## src/inc/adc_port_pkg.sv

```systemverilog
// constants shared by the dual converter serial port
package adc_port_pkg;
  // bus register byte offsets and control reset value
  localparam logic [7:0] CTRL_OFS = 8'h00;
  localparam logic [7:0] STATUS_OFS = 8'h04;
  localparam logic [7:0] CFG_ONE_OFS = 8'h08;
  localparam logic [7:0] CFG_TWO_OFS = 8'h0c;
  localparam logic [7:0] RESULT_OFS = 8'h10;
  localparam logic [0:0] CTRL_RESET = 1'h1;
  // serial register addresses and reset values
  localparam logic [2:0] ADDR_CFG_ONE = 3'h1;
  localparam logic [2:0] ADDR_CFG_TWO = 3'h2;
  localparam logic [11:0] CFG_ONE_RESET = 12'h000;
  localparam logic [11:0] CFG_TWO_RESET = 12'h000;
  // field positions
  localparam int CRC_W_BIT = 5;
  localparam int CRC_R_BIT = 4;
  localparam int RES_BIT = 2;
  localparam int OSR_HI = 8;
  localparam int OSR_LO = 6;
  localparam int LANE_BIT = 8;
  localparam int CMD_WRITE_BIT = 15;
  // checksum
  localparam logic [7:0] CRC_POLY = 8'h07;
  localparam logic [7:0] CRC_INIT = 8'hff;
  localparam logic [4:0] CMD_BITS = 5'h10;
  localparam logic [4:0] CMD_CRC_BITS = 5'h18;
  // conversion timing and bus response codes
  localparam int CLK_PERIOD_NS = 20;
  localparam int CONVERT_TIME_NS = 500;
  localparam int CONVERT_CYCLES = (CONVERT_TIME_NS + CLK_PERIOD_NS - 1) / CLK_PERIOD_NS;
  localparam logic [1:0] RESP_OKAY = 2'h0;
  localparam logic [1:0] RESP_SLVERR = 2'h2;
endpackage

```

## src/core/dual_adc_serial_port.sv

```systemverilog
// serial port of a dual simultaneous-sampling converter with a bus slave
// What this block does
// - select falling edge samples both inputs, starts both conversions, drives lanes
// - conversion timed by own clock, never by serial clock
// - lane select 0: A result on lane a, B result on lane b
// - one-lane mode: A then B both on lane a
// - frame returns previous conversion; same falling edge starts the next
// - MSB shown at select fall, next bits on serial clock rising edges
// - host raises select after last falling edge; lanes then released
// - second select after conversion time returns the fresh result
// - read command: D15 low, address D14:D12; data returned next frame
// - write command: D15 high, address D14:D12, data D11:D0
// - write access is 16 bits, or 24 with write checksum on
// - read and write checksums enabled by separate bits
// - read checksum of 8 bits on lane a over results or register data
// - read checksum works in both lane modes and with resolution boost
// - write enabling write checksum must carry valid checksum itself
// - with write checksum on, writes lacking valid checksum are ignored
// - checksum polynomial x^8+x^2+x+1
// - result checksum over joined results, top byte inverted
// - boost bit plus oversampling gives 18-bit results
// - unlisted writes ignored; unlisted reads act as no-operation
`timescale 1ns/100ps
`default_nettype none
module dual_adc_serial_port (
  // clock, reset, enable
  input wire logic aclk,
  input wire logic aresetn,
  input wire logic clk_en,
  // register bus
  input wire logic [7:0] s_axi_awaddr,
  input wire logic s_axi_awvalid,
  output logic s_axi_awready,
  input wire logic [31:0] s_axi_wdata,
  input wire logic [3:0] s_axi_wstrb,
  input wire logic s_axi_wvalid,
  output logic s_axi_wready,
  output logic [1:0] s_axi_bresp,
  output logic s_axi_bvalid,
  input wire logic s_axi_bready,
  input wire logic [7:0] s_axi_araddr,
  input wire logic s_axi_arvalid,
  output logic s_axi_arready,
  output logic [31:0] s_axi_rdata,
  output logic [1:0] s_axi_rresp,
  output logic s_axi_rvalid,
  input wire logic s_axi_rready,
  // converter sample inputs and sample strobe
  input wire logic [17:0] conv_a_in,
  input wire logic [17:0] conv_b_in,
  output logic sample_hold,
  // serial pins
  input wire logic frame_select_n,
  input wire logic serial_clock,
  input wire logic serial_command_in,
  output logic result_lane_a,
  output logic result_lane_a_oe,
  output logic result_lane_b_or_flag,
  output logic result_lane_b_or_flag_oe
);
  import adc_port_pkg::*;

  function automatic logic [7:0] crc8(input logic [35:0] d, input logic [5:0] n);
    logic [7:0] c;
    logic fb;
    c = CRC_INIT;
    for (int i = 0; i < 36; i++) begin
      if (i < int'(n)) begin
        fb = c[7] ^ d[35 - i];
        c = {c[6:0], 1'b0};
        if (fb) begin
          c = c ^ CRC_POLY;
        end
      end
    end
    return c;
  endfunction

  // pin synchronisers: change counts once second and third stage agree
  logic [2:0] cs_s, sck_s, sdi_s;
  logic cs_f, sck_f, sdi_f, cs_d, sck_d;
  always_ff @(posedge aclk) begin
    if (!aresetn) begin
      cs_s <= 3'h7;
      sck_s <= 3'h0;
      sdi_s <= 3'h0;
      cs_f <= 1'b1;
      sck_f <= 1'b0;
      sdi_f <= 1'b0;
      cs_d <= 1'b1;
      sck_d <= 1'b0;
    end else if (clk_en) begin
      cs_s <= {cs_s[1:0], frame_select_n};
      sck_s <= {sck_s[1:0], serial_clock};
      sdi_s <= {sdi_s[1:0], serial_command_in};
      if (cs_s[1] == cs_s[2]) cs_f <= cs_s[2];
      if (sck_s[1] == sck_s[2]) sck_f <= sck_s[2];
      if (sdi_s[1] == sdi_s[2]) sdi_f <= sdi_s[2];
      cs_d <= cs_f;
      sck_d <= sck_f;
    end
  end

  logic port_en;
  logic cs_fall, cs_rise, sck_rise, sck_fall, in_frame;
  assign cs_fall = cs_d & ~cs_f & port_en;
  assign cs_rise = ~cs_d & cs_f;
  assign in_frame = ~cs_f;
  assign sck_rise = in_frame & ~sck_d & sck_f;
  assign sck_fall = in_frame & sck_d & ~sck_f;

  // configuration words
  logic [11:0] cfg_one, cfg_two;
  logic crc_w_on, crc_r_on, wide, one_lane;
  assign crc_w_on = cfg_one[CRC_W_BIT];
  assign crc_r_on = cfg_one[CRC_R_BIT];
  assign wide = cfg_one[RES_BIT] & (cfg_one[OSR_HI:OSR_LO] != 3'h0);
  assign one_lane = cfg_two[LANE_BIT];

  // conversion engine on the block clock
  logic [17:0] hold_a, hold_b, result_a, result_b;
  logic [7:0] conv_cnt;
  logic conv_busy;
  always_ff @(posedge aclk) begin
    if (!aresetn) begin
      hold_a <= 18'h0;
      hold_b <= 18'h0;
      result_a <= 18'h0;
      result_b <= 18'h0;
      conv_cnt <= 8'h0;
      conv_busy <= 1'b0;
      sample_hold <= 1'b0;
    end else if (clk_en) begin
      sample_hold <= cs_fall;
      if (cs_fall) begin
        hold_a <= conv_a_in;
        hold_b <= conv_b_in;
        conv_cnt <= 8'(CONVERT_CYCLES - 1);
        conv_busy <= 1'b1;
      end else if (conv_busy) begin
        if (conv_cnt == 8'h0) begin
          conv_busy <= 1'b0;
          result_a <= hold_a;
          result_b <= hold_b;
        end else begin
          conv_cnt <= conv_cnt - 8'h1;
        end
      end
    end
  end

  // frame contents loaded at select fall
  logic read_pend;
  logic [11:0] read_data;
  logic [2:0] read_addr;
  logic [35:0] crc_word;
  logic [5:0] crc_len;
  logic [7:0] crc_out;
  logic [43:0] frame_a;
  logic [17:0] frame_b;
  always_comb begin
    if (read_pend) begin
      crc_word = {1'b0, read_addr, read_data, 20'h0};
      crc_len = 6'd16;
    end else if (wide) begin
      crc_word = {result_a, result_b};
      crc_len = 6'd36;
    end else begin
      crc_word = {result_a[17:2], result_b[17:2], 4'h0};
      crc_len = 6'd32;
    end
    crc_out = crc_r_on ? crc8(crc_word, crc_len) : 8'h00;
    frame_b = 18'h0;
    if (read_pend) begin
      frame_a = {1'b0, read_addr, read_data, crc_out, 20'h0};
    end else if (one_lane) begin
      frame_a = wide ? {result_a, result_b, crc_out}
                     : {result_a[17:2], result_b[17:2], crc_out, 4'h0};
    end else begin
      frame_a = wide ? {result_a, crc_out, 18'h0} : {result_a[17:2], crc_out, 20'h0};
      frame_b = wide ? result_b : {result_b[17:2], 2'h0};
    end
  end

  // output shifters and lane drivers
  logic [43:0] sh_a;
  logic [17:0] sh_b;
  always_ff @(posedge aclk) begin
    if (!aresetn) begin
      sh_a <= 44'h0;
      sh_b <= 18'h0;
      result_lane_a <= 1'b0;
      result_lane_b_or_flag <= 1'b0;
      result_lane_a_oe <= 1'b0;
      result_lane_b_or_flag_oe <= 1'b0;
    end else if (clk_en) begin
      if (cs_fall) begin
        sh_a <= frame_a;
        sh_b <= frame_b;
        result_lane_a <= frame_a[43];
        result_lane_b_or_flag <= frame_b[17];
        result_lane_a_oe <= 1'b1;
        result_lane_b_or_flag_oe <= 1'b1;
      end else if (cs_rise) begin
        result_lane_a_oe <= 1'b0;
        result_lane_b_or_flag_oe <= 1'b0;
      end else if (sck_rise) begin
        sh_a <= {sh_a[42:0], 1'b0};
        sh_b <= {sh_b[16:0], 1'b0};
        result_lane_a <= sh_a[42];
        result_lane_b_or_flag <= sh_b[16];
      end
    end
  end

  // command receiver, sampled on serial clock falling edges
  logic [23:0] in_sh;
  logic [4:0] in_cnt;
  logic [15:0] cmd;
  logic [7:0] cmd_crc;
  logic [7:0] reject_cnt;
  logic cmd_full, crc_ok, cmd_ok, wr_ok;
  assign cmd_full = in_cnt >= CMD_BITS;
  assign crc_ok = (in_cnt >= CMD_CRC_BITS) && (cmd_crc == crc8({cmd, 20'h0}, 6'd16));
  assign cmd_ok = cmd_full & cmd[CMD_WRITE_BIT];
  // enabling write checksum or writing while it is on needs a valid checksum
  assign wr_ok = cmd_ok & ((crc_w_on | (cmd[14:12] == ADDR_CFG_ONE && cmd[CRC_W_BIT])) ? crc_ok : 1'b1);

  always_ff @(posedge aclk) begin
    if (!aresetn) begin
      in_sh <= 24'h0;
      in_cnt <= 5'h0;
      cmd <= 16'h0;
      cmd_crc <= 8'h0;
    end else if (clk_en) begin
      // cleared at select rise too, so a frame the port ignores cannot apply an old command again
      if (cs_fall || cs_rise) begin
        in_cnt <= 5'h0;
      end else if (sck_fall && in_cnt != CMD_CRC_BITS) begin
        in_sh <= {in_sh[22:0], sdi_f};
        in_cnt <= in_cnt + 5'h1;
        if (in_cnt == CMD_BITS - 5'h1) cmd <= {in_sh[14:0], sdi_f};
        if (in_cnt == CMD_CRC_BITS - 5'h1) cmd_crc <= {in_sh[6:0], sdi_f};
      end
    end
  end

  // register writes and read requests take effect at select rise
  always_ff @(posedge aclk) begin
    if (!aresetn) begin
      cfg_one <= CFG_ONE_RESET;
      cfg_two <= CFG_TWO_RESET;
      read_pend <= 1'b0;
      read_addr <= 3'h0;
      read_data <= 12'h0;
      reject_cnt <= 8'h0;
    end else if (clk_en) begin
      if (cs_fall) begin
        read_pend <= 1'b0;
      end else if (cs_rise && cmd_full) begin
        if (cmd[CMD_WRITE_BIT]) begin
          if (!wr_ok) begin
            reject_cnt <= reject_cnt + 8'h1;
          end else if (cmd[14:12] == ADDR_CFG_ONE) begin
            cfg_one <= cmd[11:0];
          end else if (cmd[14:12] == ADDR_CFG_TWO) begin
            cfg_two <= cmd[11:0];
          end
        end else if (cmd[14:12] == ADDR_CFG_ONE || cmd[14:12] == ADDR_CFG_TWO) begin
          read_pend <= 1'b1;
          read_addr <= cmd[14:12];
          read_data <= (cmd[14:12] == ADDR_CFG_ONE) ? cfg_one : cfg_two;
        end
      end
    end
  end

  // bus slave: one write and one read at a time
  logic aw_hold, w_hold;
  logic [7:0] aw_addr;
  logic [31:0] w_data;
  logic [3:0] w_strb;
  always_ff @(posedge aclk) begin
    if (!aresetn) begin
      aw_hold <= 1'b0;
      w_hold <= 1'b0;
      aw_addr <= 8'h0;
      w_data <= 32'h0;
      w_strb <= 4'h0;
      s_axi_awready <= 1'b0;
      s_axi_wready <= 1'b0;
      s_axi_bvalid <= 1'b0;
      s_axi_bresp <= RESP_OKAY;
      port_en <= CTRL_RESET;
    end else if (clk_en) begin
      s_axi_awready <= 1'b0;
      s_axi_wready <= 1'b0;
      if (!aw_hold && !s_axi_bvalid && s_axi_awvalid && !s_axi_awready) begin
        s_axi_awready <= 1'b1;
        aw_hold <= 1'b1;
        aw_addr <= s_axi_awaddr;
      end
      if (!w_hold && !s_axi_bvalid && s_axi_wvalid && !s_axi_wready) begin
        s_axi_wready <= 1'b1;
        w_hold <= 1'b1;
        w_data <= s_axi_wdata;
        w_strb <= s_axi_wstrb;
      end
      if (aw_hold && w_hold && !s_axi_bvalid) begin
        aw_hold <= 1'b0;
        w_hold <= 1'b0;
        s_axi_bvalid <= 1'b1;
        if (aw_addr[7:2] == CTRL_OFS[7:2]) begin
          s_axi_bresp <= RESP_OKAY;
          if (w_strb[0]) port_en <= w_data[0];
        end else if (aw_addr[7:2] <= RESULT_OFS[7:2]) begin
          s_axi_bresp <= RESP_OKAY;
        end else begin
          s_axi_bresp <= RESP_SLVERR;
        end
      end else if (s_axi_bvalid && s_axi_bready) begin
        s_axi_bvalid <= 1'b0;
      end
    end
  end

  always_ff @(posedge aclk) begin
    if (!aresetn) begin
      s_axi_arready <= 1'b0;
      s_axi_rvalid <= 1'b0;
      s_axi_rdata <= 32'h0;
      s_axi_rresp <= RESP_OKAY;
    end else if (clk_en) begin
      s_axi_arready <= 1'b0;
      if (s_axi_rvalid) begin
        if (s_axi_rready) s_axi_rvalid <= 1'b0;
      end else if (s_axi_arvalid && !s_axi_arready) begin
        s_axi_arready <= 1'b1;
        s_axi_rvalid <= 1'b1;
        s_axi_rresp <= RESP_OKAY;
        case (s_axi_araddr[7:2])
          CTRL_OFS[7:2]: s_axi_rdata <= {31'h0, port_en};
          STATUS_OFS[7:2]: s_axi_rdata <= {16'h0, reject_cnt, 2'h0, wide, one_lane,
                                           crc_w_on, crc_r_on, read_pend, conv_busy};
          CFG_ONE_OFS[7:2]: s_axi_rdata <= {20'h0, cfg_one};
          CFG_TWO_OFS[7:2]: s_axi_rdata <= {20'h0, cfg_two};
          RESULT_OFS[7:2]: s_axi_rdata <= {result_a[17:2], result_b[17:2]};
          default: begin
            s_axi_rdata <= 32'h0;
            s_axi_rresp <= RESP_SLVERR;
          end
        endcase
      end
    end
  end
endmodule
`default_nettype wire

```

## config.mk

```make
export PLATFORM = sky130hd
export DESIGN_NAME = dual_adc_serial_port
export DESIGN_NICKNAME = d
export VERILOG_FILES = /design/src/inc/adc_port_pkg.sv /design/src/core/dual_adc_serial_port.sv
export SDC_FILE = /design/constraint.sdc
export NUM_CORES = 1
export LEC_CHECK = 0
export BUFFER_PORTS_ARGS = -buffer_cell sky130_fd_sc_hd__buf_2
export CORE_UTILIZATION = 41
export DETAILED_ROUTE_END_ITERATION = 10
export GPL_TIMING_DRIVEN = 1
export PLACE_DENSITY = 0.59
export RECOVER_POWER = 100
export SLEW_MARGIN = 20
export SYNTH_ARGS = -nofsm -noshare
export SYNTH_HDL_FRONTEND = slang
export SYNTH_SLANG_ARGS = --single-unit
export TNS_END_PERCENT = 5
```

## constraint.sdc

```tcl
create_clock -name aclk -period 5.1 [get_ports aclk]
set_input_delay 0.51 -clock aclk [delete_from_list [all_inputs] [get_ports aclk]]
set_output_delay 0.51 -clock aclk [all_outputs]
set_load 0.02 [all_outputs]
```

## Word level (Yosys, flattened, before mapping)

Index checks and enable logic that the tools add are counted.

| word-level totals | value |
|---|---|
| register bits after elaboration | 305 |
| latch bits | 0 |
| bits in writable memories | 0 |
| bits in read-only memories | 0 |
| input bits | 99 |
| output and inout bits | 46 |
| logic and storage cells | 428 |
| memories kept | 0 |

| operators by class | value |
|---|---|
| add/sub/neg operators | 3 |
| multiply operators | 0 |
| divide/modulo/power cells | 0 |
| $lt $le $gt $ge | 39 |
| equality and inequality tests | 16 |
| shift operators | 0 |
| multiplexer cells | 144 |
| bitwise logic cells | 121 |
| reductions and logical operators | 61 |

Operator list:

| cell | count |
|---|---|
| $mux W8 | 38 |
| $mux W3 | 54 |
| $pmux W32 S5 | 1 |
| $not A3 Y3 | 50 |
| $mux W43 | 3 |
| $lt A5 B6 Y1 const A | 16 |
| $mux W28 | 3 |
| $mux W17 | 3 |
| $lt A4 B6 Y1 const A | 8 |
| $mux W44 | 1 |
| $xor A1 B1 Y1 | 43 |
| $mux W18 | 2 |
| $mux W36 | 1 |
| $mux W1 | 28 |
| $lt A3 B6 Y1 const A | 4 |
| $lt A6 B6 Y1 const A | 4 |
| $reduce_and A2 Y1 | 12 |
| $mux W20 | 1 |
| $reduce_and A4 Y1 | 5 |
| $reduce_bool A2 Y1 | 9 |
| $logic_and A1 B1 Y1 | 14 |
| $eq A6 B2 Y1 const B | 2 |
| $logic_not A6 Y1 | 2 |
| $lt A1 B6 Y1 const A | 2 |
| 34 further kinds | 78 |

## Longest topological paths before layout

Gate-level depths: netlist of the first run.

| logic depth | value |
|---|---|
| depth in word-level cells | 116 |
| depth in mapped cells | 17 |
| depth with buffers taken out | 15 |

## Worst setup path before layout of the first run

No wires, ideal clock.

| path | value |
|---|---|
| path type | reg-to-reg |
| from | reg read_pend |
| to | reg sh_a[21] |
| setup time | 0.117 ns |
| arrival | 3.580 ns |
| data required time | 4.983 ns |
| path slack | 1.404 ns |
| stages on the path, launching flop included | 17 |
| buffers on the path | 3 |
| path through | dfxtp_1 -> buf_6 -> inv_4 -> buf_12 -> mux2i_1 -> xnor2_1 -> xnor3_1 -> or2_1 -> and2_1 -> buf_2 -> xnor3_1 -> nand2_1 -> xor2_1 -> xnor3_1 -> xor2_1 -> o211ai_1 -> a22o_1 |

| on the way | value |
|---|---|
| cells in the longest elaborated chain, start to end | 71 |
| elaborated cells between the ends (all ways) | 185 |
| those cells by class | order compare: 36; mux: 79; bitwise: 70 |

RTL lines:

| element | line | RTL |
|---|---|---|
| start: declaration | dual_adc_serial_port.sv:153 | `logic read_pend;` |
| start signal: assignment | dual_adc_serial_port.sv:253 | `read_pend <= 1'b0;` |
| start signal: assignment | dual_adc_serial_port.sv:259 | `read_pend <= 1'b0;` |
| start signal: assignment | dual_adc_serial_port.sv:270 | `read_pend <= 1'b1;` |
| $mux W6 or $mux W36 (tied branches) | dual_adc_serial_port.sv:162 | `if (read_pend) begin` |
| $lt A1 B6 Y1 or $mux W3 (tied branches) | dual_adc_serial_port.sv:68, dual_adc_serial_port.sv:71 |  |
| $mux W3 | dual_adc_serial_port.sv:68 | `if (i < int'(n)) begin` |
| $not A3 Y3 (no source line) | - |  |
| $mux W3 | dual_adc_serial_port.sv:71 | `if (fb) begin` |
| $mux W4 | dual_adc_serial_port.sv:68 |  |
| $not A3 Y3 (no source line) | - |  |
| $mux W3 | dual_adc_serial_port.sv:71 |  |
| (+54 left out) | - |  |
| $not A3 Y3 (no source line) | - |  |
| $mux W3 | dual_adc_serial_port.sv:71 |  |
| $mux W8 (2 in a row) | dual_adc_serial_port.sv:68 |  |
| $mux W8 | dual_adc_serial_port.sv:172 | `crc_out = crc_r_on ? crc8(crc_word, crc_len) : 8'h00;` |
| $mux W28 | dual_adc_serial_port.sv:180 | `frame_a = wide ? {result_a, crc_out, 18'h0} : {result_a[17:2], crc_out, 20'h0};` |
| $mux W28 | dual_adc_serial_port.sv:176 | `end else if (one_lane) begin` |
| $mux W44 (*) | dual_adc_serial_port.sv:174 | `if (read_pend) begin` |
| $mux W43 (*) | dual_adc_serial_port.sv:197 | `if (cs_fall) begin` |
| end signal: assignment | dual_adc_serial_port.sv:198 | `sh_a <= frame_a;` |
| end signal: assignment | dual_adc_serial_port.sv:208 | `sh_a <= {sh_a[42:0], 1'b0};` |
| end: declaration | dual_adc_serial_port.sv:186 | `logic [43:0] sh_a;` |

Every way passes the cells marked *; elsewhere a longest branch is shown, timed or not.
A chain may end at the register's enable or synchronous reset.

## Worst setup path after layout of the first run

| path | value |
|---|---|
| from | reg read_pend |
| to | reg sh_a[25] |

| on the way | value |
|---|---|
| cells in the longest elaborated chain, start to end | 67 |
| elaborated cells between the ends (all ways) | 176 |
| those cells by class | order compare: 36; mux: 76; bitwise: 64 |

RTL lines:

| element | line |
|---|---|
| $mux W6 or $mux W36 (tied branches) | dual_adc_serial_port.sv:162 |
| $lt A1 B6 Y1 or $mux W3 (tied branches) | dual_adc_serial_port.sv:68, dual_adc_serial_port.sv:71 |
| $mux W3 | dual_adc_serial_port.sv:68 |
| $mux W4 or $not A3 Y3 (tied branches) | - |
| $mux W8 or $mux W3 (tied branches) | dual_adc_serial_port.sv:68, dual_adc_serial_port.sv:71 |
| $mux W8 or $mux W4 (tied branches) | dual_adc_serial_port.sv:68 |
| $mux W8 or $not A3 Y3 (tied branches) | - |
| $mux W8 or $mux W3 (tied branches) | dual_adc_serial_port.sv:68, dual_adc_serial_port.sv:71 |
| (+48 left out) | - |
| $not A3 Y3 (no source line) or $xor A1 B1 Y1 (tied branches) | - |
| $mux W3 | dual_adc_serial_port.sv:71 |
| $mux W8 (4 in a row) | dual_adc_serial_port.sv:68 |
| $mux W8 | dual_adc_serial_port.sv:172 |
| $mux W28 | dual_adc_serial_port.sv:180 |
| $mux W28 | dual_adc_serial_port.sv:176 |
| $mux W44 (*) | dual_adc_serial_port.sv:174 |
| $mux W43 (*) | dual_adc_serial_port.sv:197 |

Marks and branches as above.

==> results.md, run 1 <==
* Slew headroom at -91.8%
* CP endpoint kind: flop
* DRT iter0 DRCs at 958
* Sequential share of the synthesized area at 38.7%
* Drt drc at 0
* Initial Utilization at 42.1%
* Tot GR Track Use at 21.9%
* Worst EP arrival at 5130 ps
* Tmin final at 4690 ps
* Routed WL at 42,800 um
* Die width at 197 um
* Max-slew violations at 267
* Clock sinks at 301
* Setup CP Type: reg2reg
* Syn avg cell area at 8.70 um2
* FF+latch count, synth at 301
* Row count at 70
* Largest net degree at the start of global routing at 161
* Reg2reg end: sh_a[25]$_SDFFE_PN0P_
* Post-Syn Area at 0.0156 mm2
* Post-synthesis cell type count at 81
* FMAX at 0.213 GHz
* DR vias at 12,600
* WL/cell at 18.2 um
* Worst Tran Pin Value at 2880 ps
* Root Driver: clkbuf_16
* Worst Reg-to-Reg Cells at 13
* R2R Path Start: read_pend$_SDFFE_PN0P_
* Yosys warns at 0
* H-tree level count at 2
* Total congestion overflow at 0
* Top Ports at 145
* Asr flop ratio synth at 0%
* Post-CTS Setup Inserts at 0
* PortBufs at 104
* Hold endpoint: cs_s[0]$_SDFFE_PN1P_
* Start point of the worst hold path: frame_select_n
* Setup TNS at 0 ps
* Later-pin clock latency in the skew report at 530 ps
* Initial antenna violation count at 0
* CTS tree: built
* Status: complete, but fails checks
* Violated checks: max-capacitance violations, max-slew violations
* Most common cell after layout, fill and taps aside: nand2_1
* Leakage at 6.37 nW
* CTS clk-pin slew, worst paths at 60 ps
* Placer Congestion at 0.949
* Vias/cell at 5.37
* R2R Setup Slk at 410 ps
* Resized cells post-CTS at 0
* Min-Delay Path Class: in2reg
* Startpoint types: flop
* Final instance area at 0.0174 mm2
* First-pass GRT wire length at 66,900 um
* DIE AREA at 0.0387 mm2
* CTS Buffer Depth at 3
* Chip Height at 197 um
* PD cells at 285 mW/mm2
* Max-cap violations at 4
* Clock Skew at 25.0 ps
* Post-DP Area at 0.0165 mm2
* Synthesis-to-layout area growth at 12.1%
* Core box area at 0.0370 mm2
* Cts hold-fix bufs at 0
* Post-synth EDFFs at 0
* Antenna diode count at 0
* Total power at 4.96 mW
* Final worst-path setup slack at 411 ps
* Commonest non-fill, non-tap cells in the layout: 383 x nand2_1, 300 x dfxtp_1, 147 x a21boi_0, 103 x mux2i_1, 75 x xnor2_1
* Dpl hpwl at 29,000 um
* Fin nets at 1,928
* Tcrit/Tclk final at 92.0%
* Worst slack, placed at 585 ps
* RSZ-0062 raised after global routing: false
* WP data required at 5540 ps
* DR pass1 iterations at 7
* Layout cells sized above 1 at 9.76%
* Worst Hold Depth at 3
* Final ANT Viol Nets at 0
* Inst Count DP at 2,289
* Final hold vios at 0
* CP startpoint: read_pend$_SDFFE_PN0P_
* Crit Path Max Fanout at 39
* Synth Flop Type: dfxtp_1
* Final Non-Filler Cells at 2,348
* Vias in the first global route at 11,800
* Setup violations, final at 0
* Worst VDD drop at 185 uV
* Gate Count Post-Synth at 1,788
* Num CTS Buffers at 35
==> how the worst max path moves through the flow <==
stage | slack, ps | endpoint | depth (start not counted)
6_report | 410 | sh_a[25]$_SDFFE_PN0P_ | 13
5_1_grt | 150 | sh_a[25]$_SDFFE_PN0P_ | 13
4_1_cts | 550 | sh_a[20]$_SDFFE_PN0P_ | 14
3_5_place_dp | 580 | sh_a[20]$_SDFFE_PN0P_ | 14
3_3_place_gp | 640 | sh_a[20]$_SDFFE_PN0P_ | 14
2_1_floorplan | 1400 | sh_a[21]$_SDFFE_PN0P_ | 16
==> flip-flops by register name, summed over array words and instances (netlist names), 15 cells and up <==
signal,cells
sh_a,43
hold_b,18
cmd,16
in_sh,15
result_b,18
result_a,18
s_axi_rdata,32
sh_b,17
hold_a,18
==> cells by family (layout without fill, tap and decap cells) <==
group | count (synthesis) | after routing | synth area share (%)
xor+xnor | 142 | 142 | 10.4
fa+ha+maj | 7 | 7 | 0.563
mux | 116 | 116 | 7.97
other cells | 1 | 2 | 0.0241
buf+inv | 151 | 206 | 3.93
simple gates | 683 | 683 | 20.2
compound gates | 387 | 387 | 18.2
flops | 301 | 301 | 38.7
==> routing by layer <==
metal | part of all wire (%) | GRT usage [%] | vias up
met3 | 4.7 | 3.32 | 55
met5 | 0 | 0 | -
met4 | 2.0 | 5.80 | 0
li1 | - | - | 6238
met1 | 47 | 30.5 | 6045
met2 | 46 | 35.4 | 280
==> stage by stage <==
| stage | utilization [%] | hold WS [ps] |
|---|---|---|
| after floorplan | - | 431 |
| after global placement | 44.5 | 439 |
| after detailed placement | 44.6 | 446 |
| after CTS | 47.5 | 193 |
| after global routing | 47.1 | 208 |
| final | 47.1 | 214 |
==> synth_stat cells (8+ instances only) <==
master,count,area (um2)
a222oi_1,14,140
nor2_1,51,191
a31oi_1,9,56.3
o211a_1,39,390
xnor2_1,75,657
nand2_1,383,1440
o21ai_0,45,225
mux2i_1,102,1020
nor4b_1,8,70.1
and3_1,14,87.6
nor3_1,15,75.1
a21boi_0,146,1100
dfxtp_1,301,6030
clkbuf_1,118,443
and2_1,31,194
o21ai_1,8,40.0
o211ai_1,26,195
a21oi_1,45,225
nor2b_1,65,407
inv_1,13,48.8
buf_1,8,30.0
nand2b_1,9,56.3
xnor3_1,14,315
xor2_1,37,324
nand3_1,70,350
==> area by class of cell <==
cell class	instances	area, um2
Fill cell	3642	19500
Multi-Input combinational cell	1337	8960
Sequential cell	301	6030
Clock buffer	51	1020
Timing Repair Buffer	133	658
Tap cell	504	631
Clock inverter	8	73.8
Inverter	14	55.1
==> critical path: stages (launching register included) <==
cell and delay [ps]:
dfxtp_2 410, inv_4 480, mux2i_4 450, xnor2_4 200, xnor3_1 530, or2_0 320, and2_1 260, xor2_1 190
xnor2_1 160, o31ai_2 560, o21ai_0 350, a221oi_1 320, a311oi_1 100, nor4b_2 260
==> where the power goes <==
group,switching (mW),internal [mW],total (mW),leakage (nW)
Clock,1.01,1.43,2.44,0.531
Combinational,0.0842,0.0641,0.148,3.41
Sequential,0.00867,2.36,2.37,2.43
Total,1.10,3.86,4.96,6.37
Note: power is estimated with default switching activity, not from simulation.
==> run 2, diff against run 1 <==
- PLACE_DENSITY: 0.59 -> 0.62
- clock period: 5.1 -> 5.55 ns (I/O delays scaled with it)
==> run 2 against run 1 <==
The run still ends with max-capacitance violations, max-slew violations left. Utilization is 0.45 points higher. Sequential share of layout area is 0.34 points lower. Setup slack improved by 360 ps. Power is 3.3% lower. Non-clock buffer count is the same. Combinational power is 8% lower. Clock skew grew 5.7 ps. Clock-buffer cell count rose by 3. Fmax shrank 1.8%. Critical endpoint is now sh_a[5]$_SDFFE_PN0P_. Largest cell class unchanged. Highest routed layer unchanged.
==> results.md, run 2 (synthesized netlist as in run 1, its figures left out) <==
* Tmin final at 4770 ps
* Layout cells sized above 1 at 10.2%
* Setup TNS at 0 ps
* First-pass GRT wire length at 66,800 um
* PD cells at 273 mW/mm2
* Max-cap violations at 7
* Largest net degree at the start of global routing at 157
* Max-slew violations at 478
* Dpl hpwl at 28,800 um
* Leakage at 6.43 nW
* DR vias at 12,700
* Num CTS Buffers at 36
* H-tree level count at 2
* Status: complete, but fails checks
* Cts hold-fix bufs at 0
* Violated checks: max-capacitance violations, max-slew violations
* Setup violations, final at 0
* Total congestion overflow at 0
* Final hold vios at 0
* Worst VDD drop at 235 uV
* Worst Reg-to-Reg Cells at 7
* CTS clk-pin slew, worst paths at 60 ps
* Synthesis-to-layout area growth at 13.1%
* Core box area at 0.0370 mm2
* Area of the multi-input gates at 0.00897 mm2
* DIE AREA at 0.0387 mm2
* Vias in the first global route at 12,000
* Tot GR Track Use at 21.8%
* Most common cell after layout, fill and taps aside: nand2_1
* Placer Congestion at 0.930
* Final instance area at 0.0176 mm2
* Worst Hold Depth at 3
* Startpoint types: flop
* WL/cell at 18.0 um
* Later-pin clock latency in the skew report at 560 ps
* CTS Buffer Depth at 3
* DRT iter0 DRCs at 855
* Initial antenna violation count at 0
* Top Registers: sh_a x43, s_axi_rdata x32
* Tcrit/Tclk final at 86.0%
* Root Driver: clkbuf_16
* CP endpoint kind: flop
* Fin nets at 1,929
* Setup CP Type: reg2reg
* Final core utilization at 47.6%
* Vias/cell at 5.39
* Clock sinks at 301
* Die width at 197 um
* Chip Height at 197 um
* PortBufs at 104
* Initial Utilization at 42.1%
* Antenna diode count at 0
* Top Ports at 145
* Fill cells at 3,682
* Crit Path Max Fanout at 37
* Final ANT Viol Nets at 0
* WP data required at 5980 ps
* Worst Tran Pin Value at 2600 ps
* RSZ-0062 raised after global routing: false
* Worst EP arrival at 5200 ps
* Resized cells post-CTS at 0
* Routed WL at 42,400 um
* FMAX at 0.209 GHz
* Min-Delay Path Class: in2reg
* Drt drc at 0
* Post-CTS Setup Inserts at 0
* Register area at 0.00603 mm2
* Post-DP Area at 0.0165 mm2
* Row count at 70
* DR pass1 iterations at 8
* Clock Skew at 30.7 ps
* Largest Register: sh_a
* Slew headroom at -73.6%
* CTS tree: built
* Commonest non-fill, non-tap cells in the layout: 383 x nand2_1, 301 x dfxtp_1, 148 x a21boi_0, 102 x mux2i_1, 75 x xnor2_1
* Largest register FFs at 43
-- run 2: cell count changes in the layout (fill, tap and decap cells not counted), moves of 2 or more --
| cell | previous run | this run |
|---|---|---|
| clkbuf_8 | 4 | 9 |
| bufinv_16 | 1 | 3 |
| and2_1 | 26 | 11 |
| and2_0 | 4 | 19 |
| nor2_2 | 0 | 2 |
| clkinv_4 | 0 | 2 |
-- run 2: critical path, stage by stage, from the launching register on --
cell and delay [ps]:
dfxtp_1 490, nand2_1 140, nor2_1 1740, clkbuf_1 1280, nor3_1 150, clkbuf_1 380
a22o_1 290, o21a_1 180
-- run 2: routing by layer --
layer  GRT usage (%)  part of all wire, %
met2            34.8                   46
met4            8.64                  3.2
met3            2.89                  4.3
met1            29.8                   46
met5               0                    0
-- run 2: final timing paths --
| check | slack (ps) | end | startpoint |
|---|---|---|---|
| worst max-delay path | 780 | sh_a[5]$_SDFFE_PN0P_ | port_en$_SDFFE_PN1P_ |
| worst min-delay path | 220 | cs_s[0]$_SDFFE_PN1P_ | frame_select_n |
| worst max register to register | 780 | sh_a[5]$_SDFFE_PN0P_ | port_en$_SDFFE_PN1P_ |
| worst min register to register | 460 | result_a[17]$_SDFFE_PN0P_ | hold_a[17]$_SDFFE_PN0P_ |
-- run 2: layout make-up --
class,count,share of cell area (%)
clock buffer,54,6.26
clock inverter,11,0.882
inverter,14,0.313
timing repair buffer,133,3.71
multi-input combinational,1337,51.0
sequential,301,34.3
tap,504,3.58
-- run 2: where the power goes --
part           switching, mW  internal (mW)
clock network          0.962           1.52
registers            0.00853           2.17
logic                 0.0762         0.0595
total                   1.05           3.75
-- run 2: stage by stage --
| stage | hold WS, ps | total power, mW | worst slack (ps) | std cells |
|---|---|---|---|---|
| 6_report | 223 | 4.80 | 775 | 2354 |
| 2_1_floorplan | 431 | 2.31 | 1850 | 1789 |
| 5_1_grt | 235 | 4.95 | 467 | 2354 |
| 4_1_cts | 202 | 4.85 | 1110 | 2354 |
| 3_5_place_dp | 453 | 2.36 | 1140 | 2289 |
| 3_3_place_gp | 441 | 2.36 | 1140 | 2289 |
